[config.mk]
export PLATFORM = sky130hd
export DESIGN_NAME = mct_top
export DESIGN_NICKNAME = d
export VERILOG_FILES = /design/src/mct_pkg.sv /design/src/mct_top.sv
export SDC_FILE = /design/constraint.sdc
export NUM_CORES = 2
export LEC_CHECK = 0
export ABC_AREA = 1
export BUFFER_PORTS_ARGS = -buffer_cell sky130_fd_sc_hd__buf_2
export CAP_MARGIN = 20
export CORE_MARGIN = 3
export CORE_UTILIZATION = 30
export DETAILED_ROUTE_END_ITERATION = 6
export PLACE_DENSITY = 0.49
export SYNTH_ARGS = -nofsm -noshare
export SYNTH_HDL_FRONTEND = slang
export SYNTH_SLANG_ARGS = --single-unit
[constraint.sdc]
create_clock -name sys_clk -period 40.8 [get_ports sys_clk]
set_clock_uncertainty 0.1 [all_clocks]
set_input_delay 10.2 -clock sys_clk [delete_from_list [all_inputs] [get_ports sys_clk]]
set_output_delay 10.2 -clock sys_clk [all_outputs]
set_load 0.1 [all_outputs]
[src/mct_pkg.sv]
// Shared constants, types and helpers for the multi-group counter/timer block
package mct_pkg;
    // Host window: three data ports and one control byte per counter group
    localparam logic [1:0] OFS_CNT0 = 2'h0;
    localparam logic [1:0] OFS_CNT1 = 2'h1;
    localparam logic [1:0] OFS_CNT2 = 2'h2;
    localparam logic [1:0] OFS_CTRL = 2'h3;
    // Counter select code 11 never programs a counter
    localparam logic [1:0] SEL_ILLEGAL = 2'h3;
    // Read/load sequence codes
    localparam logic [1:0] RW_LATCH = 2'h0;
    localparam logic [1:0] RW_LSB = 2'h1;
    localparam logic [1:0] RW_MSB = 2'h2;
    localparam logic [1:0] RW_BOTH = 2'h3;
    // Counter population and the cascaded pair
    localparam int NUM_GRP = 4;
    localparam int NUM_CNT = 12;
    localparam int CNT11_IDX = 10;
    localparam int CNT12_IDX = 11;
    // Synchronised pin vector layout
    localparam int PIN_CLK8M = 10;
    localparam int PIN_CLK2M = 11;
    localparam int PIN_EXT = 12;
    localparam int PIN_GATE = 13;
    localparam int NUM_PINS = 25;
    // Debounce clock select values
    localparam logic DBCLK_COUNTER11 = 1'b0;
    localparam logic DBCLK_2MHZ = 1'b1;
    // Count limits; a loaded zero means a full span
    localparam logic [15:0] BIN_MAX = 16'hffff;
    localparam logic [15:0] BCD_MAX = 16'h9999;
    localparam logic [15:0] COUNT_ONE = 16'h0001;
    localparam logic [15:0] COUNT_TWO = 16'h0002;
    // Highest counter input rate, and the fewest system cycles per input period
    localparam int CNT_CLK_MAX_HZ = 8000000;
    localparam int SYS_CLK_HZ = 10000000;
    localparam int MIN_SYS_PER_CNT = (SYS_CLK_HZ / CNT_CLK_MAX_HZ < 1) ? 1
        : SYS_CLK_HZ / CNT_CLK_MAX_HZ;

    typedef enum logic [2:0] {MODE_TC_IRQ, MODE_ONESHOT, MODE_RATE, MODE_SQUARE,
                              MODE_SW_STROBE, MODE_HW_STROBE} mct_mode_t;

    // Control byte layout, bit 7 down to bit 0
    typedef struct packed {
        logic [1:0] sel;
        logic [1:0] rw;
        logic [2:0] mode;
        logic bcd;
    } mct_ctrl_t;

    // State of one counter
    typedef struct packed {
        logic [15:0] count;
        logic [15:0] reload;
        logic [15:0] snap;
        mct_mode_t mode;
        logic [1:0] rw;
        logic bcd;
        logic snap_valid;
        logic rd_hi;
        logic wr_hi;
        logic pending_load;
        logic has_cr;
        logic armed;
        logic trig;
        logic out_lvl;
    } mct_cnt_t;

    localparam mct_cnt_t CNT_RESET = mct_cnt_t'(0);

    // Mode field: bit 3 is a don't-care for modes 2 and 3
    function automatic mct_mode_t decode_mode(input logic [2:0] m);
        return m[1] ? mct_mode_t'({1'b0, m[1:0]}) : mct_mode_t'(m);
    endfunction

    // Down-count by step in binary or four-digit BCD, wrapping through zero
    function automatic logic [15:0] dec_cnt(input logic [15:0] v, input logic bcd,
                                            input logic [3:0] step);
        logic [15:0] r;
        logic [4:0] d;
        logic [3:0] b;
        r = v - {12'h000, step};
        b = step;
        if (bcd)
        begin
            for (int i = 0; i < 4; i++)
            begin
                d = {1'b0, v[i*4 +: 4]} - {1'b0, b};
                r[i*4 +: 4] = d[4] ? d[3:0] + 4'ha : d[3:0];
                b = d[4] ? 4'h1 : 4'h0;
            end
        end
        return r;
    endfunction
endpackage

[src/mct_top.sv]
// Four groups of three programmable down-counters with card interrupt glue
// Contract
// - Offsets 0-2 data ports, offset 3 control
// - Bits 7:6 pick counter; 11 ignored
// - Code 00 latches a stable count snapshot
// - Low, high, or low-then-high byte transfers
// - Bits 3:1 pick mode, bit 3 partly ignored
// - Bit 0 picks binary or BCD counting
// - Range 0-65535 binary, 0-9999 BCD
// - Six modes: TC, one-shot, rate, square, strobes
// - Three 16-bit counters per group, DC-8MHz
// - Only the selected group answers accesses
// - Debounce clock: counter-11 output or 2MHz
// - Interrupt sources: counter-12 output, external input
// - Each source has its own enable
// - Readable status flag per source
// - Request latched until cleared, no re-raise
// - Global disable of interrupt request output
// - Counter 11 on 8MHz, 12 on 11
`timescale 1ns/1ps
module mct_top (
    // Clock, reset, enable
    input wire logic sys_clk,
    input wire logic rst_b,
    input wire logic clk_en,
    // Host I/O window
    input wire logic [1:0] group_sel,
    input wire logic [1:0] io_addr,
    input wire logic io_wr,
    input wire logic io_rd,
    input wire logic [7:0] io_wdata,
    output logic [7:0] io_rdata,
    // Counter pins
    input wire logic [9:0] cnt_clk_in,
    input wire logic clk8m_in,
    input wire logic clk2m_in,
    input wire logic [11:0] gate_in,
    output logic [11:0] cnt_out,
    // Card glue controls and status
    input wire logic dbclk_sel,
    input wire logic external_irq_input,
    input wire logic counter_irq_enable,
    input wire logic external_irq_enable,
    input wire logic irq_global_en,
    input wire logic clr_counter_irq,
    input wire logic clr_external_irq,
    output logic debounce_clock,
    output logic counter_irq_status,
    output logic external_irq_status,
    output logic irq_out
);
    // Reset release through two flops
    logic rst_meta_b;
    logic rst_n;
    always_ff @(posedge sys_clk or negedge rst_b)
    begin
        if (!rst_b)
        begin
            rst_meta_b <= 1'b0;
            rst_n <= 1'b0;
        end
        else
        begin
            rst_meta_b <= 1'b1;
            rst_n <= rst_meta_b;
        end
    end

    // Pin synchronisers: a change is taken once stages two and three agree
    logic [mct_pkg::NUM_PINS-1:0] pin_raw, sync1_reg, sync2_reg, sync3_reg;
    logic [mct_pkg::NUM_PINS-1:0] filt_reg, filt_d_reg, filt_next;
    assign pin_raw = {gate_in, external_irq_input, clk2m_in, clk8m_in, cnt_clk_in};
    assign filt_next = (sync2_reg & sync3_reg) | (filt_reg & (sync2_reg ^ sync3_reg));
    always_ff @(posedge sys_clk or negedge rst_n)
    begin
        if (!rst_n)
        begin
            sync1_reg <= '0;
            sync2_reg <= '0;
            sync3_reg <= '0;
            filt_reg <= '0;
            filt_d_reg <= '0;
        end
        else if (clk_en)
        begin
            sync1_reg <= pin_raw;
            sync2_reg <= sync1_reg;
            sync3_reg <= sync2_reg;
            filt_reg <= filt_next;
            filt_d_reg <= filt_reg;
        end
    end

    mct_pkg::mct_cnt_t st_reg [mct_pkg::NUM_CNT];
    mct_pkg::mct_cnt_t st_next [mct_pkg::NUM_CNT];
    // Counter clocks; 11 runs from the 8MHz pin, 12 from counter 11's output
    logic [11:0] cclk, cclk_d_reg, tick, gate, grise;
    assign cclk = {st_reg[mct_pkg::CNT11_IDX].out_lvl, filt_reg[mct_pkg::PIN_CLK8M],
                   filt_reg[9:0]};
    assign tick = cclk_d_reg & ~cclk; // Count on the falling input edge
    assign gate = filt_reg[mct_pkg::PIN_GATE +: 12];
    assign grise = gate & ~filt_d_reg[mct_pkg::PIN_GATE +: 12];

    // Global counter index from group and port/select code
    function automatic logic [3:0] cidx(input logic [1:0] grp, input logic [1:0] sel);
        return {1'b0, grp, 1'b0} + {2'b00, grp} + {2'b00, sel};
    endfunction

    // Host decode; only the selected group is ever touched
    mct_pkg::mct_ctrl_t cw;
    logic wr_ctrl, wr_data, rd_data;
    logic [3:0] ctl_idx, dat_idx;
    assign cw = mct_pkg::mct_ctrl_t'(io_wdata);
    assign wr_ctrl = io_wr && io_addr == mct_pkg::OFS_CTRL
        && cw.sel != mct_pkg::SEL_ILLEGAL;
    assign wr_data = io_wr && io_addr != mct_pkg::OFS_CTRL;
    assign rd_data = io_rd && io_addr != mct_pkg::OFS_CTRL;
    assign ctl_idx = cidx(group_sel, cw.sel);
    assign dat_idx = cidx(group_sel, io_addr);

    // Next state of every counter: host effects first, then gate, then count edge
    always_comb
    begin
        mct_pkg::mct_cnt_t c;
        logic trig_mode;
        logic run;
        c = mct_pkg::CNT_RESET;
        trig_mode = 1'b0;
        run = 1'b0;
        for (int i = 0; i < mct_pkg::NUM_CNT; i++)
        begin
            c = st_reg[i];
            if (wr_ctrl && ctl_idx == 4'(i))
            begin
                if (cw.rw == mct_pkg::RW_LATCH)
                begin
                    if (!c.snap_valid)
                        c.snap = c.count; // Count keeps running behind the snapshot
                    c.snap_valid = 1'b1;
                end
                else
                begin
                    c.mode = mct_pkg::decode_mode(cw.mode);
                    c.rw = cw.rw;
                    c.bcd = cw.bcd;
                    c.rd_hi = 1'b0;
                    c.wr_hi = 1'b0;
                    c.pending_load = 1'b0;
                    c.has_cr = 1'b0;
                    c.armed = 1'b0;
                    c.trig = 1'b0;
                    c.snap_valid = 1'b0;
                    c.out_lvl = c.mode != mct_pkg::MODE_TC_IRQ;
                end
            end
            else if (wr_data && dat_idx == 4'(i))
            begin
                // Byte sequencing of the single data port
                case (c.rw)
                    mct_pkg::RW_LSB:
                    begin
                        c.reload = {8'h00, io_wdata};
                        c.pending_load = 1'b1;
                    end
                    mct_pkg::RW_MSB:
                    begin
                        c.reload = {io_wdata, 8'h00};
                        c.pending_load = 1'b1;
                    end
                    mct_pkg::RW_BOTH:
                    begin
                        if (!c.wr_hi)
                            c.reload[7:0] = io_wdata;
                        else
                            c.reload[15:8] = io_wdata;
                        c.pending_load = c.wr_hi;
                        c.wr_hi = !c.wr_hi;
                    end
                    default:
                        c.pending_load = 1'b0; // Unprogrammed counter ignores data
                endcase
                c.has_cr = c.has_cr | c.pending_load;
                if (c.mode == mct_pkg::MODE_TC_IRQ)
                    c.out_lvl = 1'b0;
            end
            else if (rd_data && dat_idx == 4'(i))
            begin
                if (c.rw == mct_pkg::RW_BOTH && !c.rd_hi)
                    c.rd_hi = 1'b1;
                else
                begin
                    c.rd_hi = 1'b0;
                    c.snap_valid = 1'b0; // Snapshot released after its last byte
                end
            end
            trig_mode = c.mode == mct_pkg::MODE_ONESHOT || c.mode == mct_pkg::MODE_HW_STROBE;
            if (grise[i])
                c.trig = 1'b1;
            if ((c.mode == mct_pkg::MODE_RATE || c.mode == mct_pkg::MODE_SQUARE) && !gate[i])
                c.out_lvl = 1'b1; // Gate low holds the output high
            run = trig_mode || gate[i];
            if (tick[i])
            begin
                if (c.mode == mct_pkg::MODE_SW_STROBE || c.mode == mct_pkg::MODE_HW_STROBE)
                    c.out_lvl = 1'b1; // Strobe lasts one input clock
                if ((c.pending_load && !trig_mode) || (trig_mode && c.trig && c.has_cr))
                begin
                    c.count = c.reload; // Zero means full span of 65536 or 10000
                    c.armed = 1'b1;
                    c.pending_load = 1'b0;
                    c.trig = 1'b0;
                    if (c.mode == mct_pkg::MODE_ONESHOT)
                        c.out_lvl = 1'b0;
                end
                else if (c.armed && run)
                begin
                    case (c.mode)
                        mct_pkg::MODE_TC_IRQ, mct_pkg::MODE_ONESHOT:
                        begin
                            if (c.count == mct_pkg::COUNT_ONE)
                                c.out_lvl = 1'b1;
                            c.count = mct_pkg::dec_cnt(c.count, c.bcd, 4'h1);
                        end
                        mct_pkg::MODE_RATE:
                        begin
                            c.out_lvl = c.count != mct_pkg::COUNT_TWO;
                            c.count = (c.count == mct_pkg::COUNT_ONE) ? c.reload
                                : mct_pkg::dec_cnt(c.count, c.bcd, 4'h1);
                        end
                        mct_pkg::MODE_SQUARE:
                        begin
                            // Odd counts are treated as the even value above
                            if (c.count == mct_pkg::COUNT_TWO || c.count == mct_pkg::COUNT_ONE)
                            begin
                                c.count = c.reload;
                                c.out_lvl = !c.out_lvl;
                            end
                            else
                                c.count = mct_pkg::dec_cnt(c.count, c.bcd, 4'h2);
                        end
                        default:
                        begin
                            if (c.count == mct_pkg::COUNT_ONE)
                            begin
                                c.out_lvl = 1'b0;
                                c.armed = 1'b0;
                            end
                            c.count = mct_pkg::dec_cnt(c.count, c.bcd, 4'h1);
                        end
                    endcase
                end
            end
            st_next[i] = c;
        end
    end

    // Read-back byte: snapshot wins over the live count
    mct_pkg::mct_cnt_t rd_st;
    logic [15:0] rd_val;
    logic [7:0] rd_byte;
    assign rd_st = (dat_idx < 4'(mct_pkg::NUM_CNT)) ? st_reg[dat_idx] : mct_pkg::CNT_RESET;
    assign rd_val = rd_st.snap_valid ? rd_st.snap : rd_st.count;
    assign rd_byte = (rd_st.rw == mct_pkg::RW_MSB || (rd_st.rw == mct_pkg::RW_BOTH && rd_st.rd_hi))
        ? rd_val[15:8] : rd_val[7:0];

    // Interrupt events; a set in the clearing cycle wins
    logic c12_rise, ext_rise, cnt_irq_next, ext_irq_next, out12_d_reg;
    assign c12_rise = st_reg[mct_pkg::CNT12_IDX].out_lvl & ~out12_d_reg;
    assign ext_rise = filt_reg[mct_pkg::PIN_EXT] & ~filt_d_reg[mct_pkg::PIN_EXT];
    assign cnt_irq_next = (counter_irq_status & ~clr_counter_irq)
        | (c12_rise & counter_irq_enable);
    assign ext_irq_next = (external_irq_status & ~clr_external_irq)
        | (ext_rise & external_irq_enable);

    // State registers; clk_en low freezes everything, host strobes included
    always_ff @(posedge sys_clk or negedge rst_n)
    begin
        if (!rst_n)
        begin
            for (int i = 0; i < mct_pkg::NUM_CNT; i++)
                st_reg[i] <= mct_pkg::CNT_RESET;
            cclk_d_reg <= '0;
            out12_d_reg <= 1'b0;
            io_rdata <= 8'h00;
            counter_irq_status <= 1'b0;
            external_irq_status <= 1'b0;
            irq_out <= 1'b0;
            debounce_clock <= 1'b0;
        end
        else if (clk_en)
        begin
            for (int i = 0; i < mct_pkg::NUM_CNT; i++)
                st_reg[i] <= st_next[i];
            cclk_d_reg <= cclk;
            out12_d_reg <= st_reg[mct_pkg::CNT12_IDX].out_lvl;
            if (io_rd)
                io_rdata <= rd_data ? rd_byte : 8'h00;
            counter_irq_status <= cnt_irq_next;
            external_irq_status <= ext_irq_next;
            irq_out <= irq_global_en & (cnt_irq_next | ext_irq_next);
            debounce_clock <= (dbclk_sel == mct_pkg::DBCLK_2MHZ) ? filt_reg[mct_pkg::PIN_CLK2M]
                : st_reg[mct_pkg::CNT11_IDX].out_lvl;
        end
    end

    // Counter outputs straight from state flops
    always_comb
    begin
        for (int i = 0; i < mct_pkg::NUM_CNT; i++)
            cnt_out[i] = st_reg[i].out_lvl;
    end
endmodule

==> impl_metrics.ini <==
[detailed_routing]
first_pass_iters = 6
vias = 66700
drcViolationCount = 0
drt-total-wl_um = 289000
avgViaCountPerCell = 5.30
drtIter0Drc = 6515
ant_nets = 0
wire_per_inst_um = 23.0

[placed_design]
gp_congestion = 0.985
port_buffers = 71
dpl.hpwl_um = 219000
pre_cts_ws_ns = 25.52
placed_area_um2 = 69500

[synthesis]
syn_area_per_cell_um2 = 6.90
synth_warnings = 0
syn_inst = 9641
synth_top_cell_by_area = dfrtp_1
yosysSeqAreaShare_pct = 33.3
ys.flop_type = dfrtp_1
synth_top_area_share_pct = 33.3
netlist_area_um2 = 66500
ys_seq_elements = 884
synth_edf_count = 0
synthArstFlopShare_pct = 100
syn-num-nets = 10100
synth_top_cells_by_area = dfrtp_1, nand2_1, o21ai_0, ha_1, inv_1
synth_cell_types = 69

[timing]
worstMarginPinSlew_ns = 1.11
fin_crit_sh_pct = 35.9
finalSetupViolations = 0
period_needed_ns = 14.65
postLayoutSetupSlackWorst_ns = 26.15
slew_headroom_pct = 25.9
fmax_ghz = 0.0683
whs_ns = 0.253
fin_setup_tns_ns = 0
rsz0062_at_grt = false
finalHoldViolCount = 0
drv_slew = 0

[clocking]
post-cts-setup-buffers = 0
clock-root-buffer = clkbuf_16
clkSlewWorstSetupHoldPaths_ns = 0.06
cts_hold_buffers = 0
cts_tree = yes
insertion_delay_ns = 0.78
ctsResizeCount = 0
cts_buffers = 112
cts_buffer_depth = 3
htreeDepth = 3
clock_sinks = 884

[power]
peakVddDrop_v = 0.0000421
power_leakage_nw = 34.4
p_per_area_nw_per_um2 = 66.5

[setup_path]
crit_type = primary input to register
crit_path_start = group_sel[0]
cp.required_ns = 41.31
reg2reg_to = st_reg[743]
arrival_ns = 15.15
reg2reg_slack_ns = 35.64
ff2ff_path_depth = 23
crit_fanout = 33
end_kind = register
r2r_start = st_reg[729]
worstSetupStartpointType = primary input

[grt]
grt_pass1_wl_um = 427000
grt_overflow = 0
grt_pass1_vias = 63100
antenna_found_initial = 14
track_usage_pct = 24.6
grt_max_degree = 202

[die]
rows = 172
coreArea_um2 = 220000
die_x_um = 477
die-area_um2 = 227000
io_pins = 72
die_h_um = 477
initial_core_util_pct = 30.2

[finish]
final_cell_mix = nand2_1, o21ai_0, inv_1
final_area_um2 = 73500
area_delta_synth_final_pct = 10.5
largest_reg_flops = 732
final_util_pct = 33.4
final_common_cell = nand2_1
final_nets = 9928
drive_above_1_share_pct = 6.09

[hold_path]
hold_class = register to async pin

[status]
status = finished, final reports clean

[job]
max_cap_violations = 0
metal layers:
layer | share of wire [%] | wire, um | vias up | GRT usage (%)
met1 | 45 | 131000 | 32500 | 34.3
met3 | 6.5 | 18800 | 426 | 3.69
met4 | 3.9 | 11100 | 0 | 8.72
li1 | - | - | 31500 | -
met2 | 44 | 128000 | 2306 | 38.6
met5 | 0 | 0 | - | 0
logic make-up (layout without fill, tap and decap cells):
family,after synthesis,in the layout,share of synthesized area (%)
AOI/OAI and AO/OA,2238,2238,19.0
buffers and inverters,1545,1509,9.07
adders and majority gates,369,369,6.96
other,1,9,0.00564
DFF,884,884,33.3
xor gates and xnor gates,449,449,5.97
and+or+nand+nor,4155,4155,25.7
worst max-delay path, stage by stage:
cell	delay, ns
buf_2	0.12
inv_1	0.05
ha_1	0.36
inv_1	0.09
ha_1	0.30
nand3_1	0.09
nand3_1	0.13
nand2_2	0.43
nor2_4	0.68
nand2_1	0.78
nor2_1	0.48
o31ai_1	0.14
nand2_1	0.11
nand2_1	0.28
inv_2	0.27
nand2_1	0.09
nand3_2	0.10
inv_2	0.19
nand2_1	0.13
o21ai_0	0.08
stage by stage:
stage | power (W) | std cells
floorplan | 0.00295 | 9641
global placement | 0.00379 | 12300
detailed placement | 0.00381 | 12300
CTS | 0.00488 | 12600
global route | 0.00525 | 12600
finish | 0.00489 | 12600
power by group:
group | internal, W | leakage [nW] | switching, W
registers | 0.00108 | 11.2 | 0.000331
logic | 0.000733 | 21.3 | 0.00169
clock network | 0.000608 | 1.86 | 0.000443
Yosys cell counts (60+ instances only):
cell type and n:
o22ai_1 322, nand3_1 393, nand4_1 60, nor2_1 865, nand2_1 2542, ha_1 367
nor3_1 103, xor2_1 392, inv_1 1075, o211ai_1 114, a21oi_1 262, o21ai_1 90
clkbuf_1 291, o21ai_0 1182, dfrtp_1 884
area by class of cell:
type                    count  area (um2)
diodes                      8        20.0
clock buffers             156        3220
clock inverters            52         576
fillers                 24000      147000
inverters                1143        4310
multi-input cells        7212       38400
flip-flops and latches    884       22100
well taps                2958        3700
repair buffers            158        1130
how the worst max path moves through the flow:
| stage | end | slack, ns | cells past startpoint |
|---|---|---|---|
| floorplan | cclk_d_reg[11] | 14.23 | 0 |
| global placement | st_reg[429] | 25.62 | 21 |
| detailed placement | st_reg[427] | 25.52 | 19 |
| CTS | st_reg[429] | 26.32 | 19 |
| global route | st_reg[430] | 25.79 | 21 |
| finish | st_reg[426] | 26.15 | 20 |
Power figures use the tool's default switching activity.
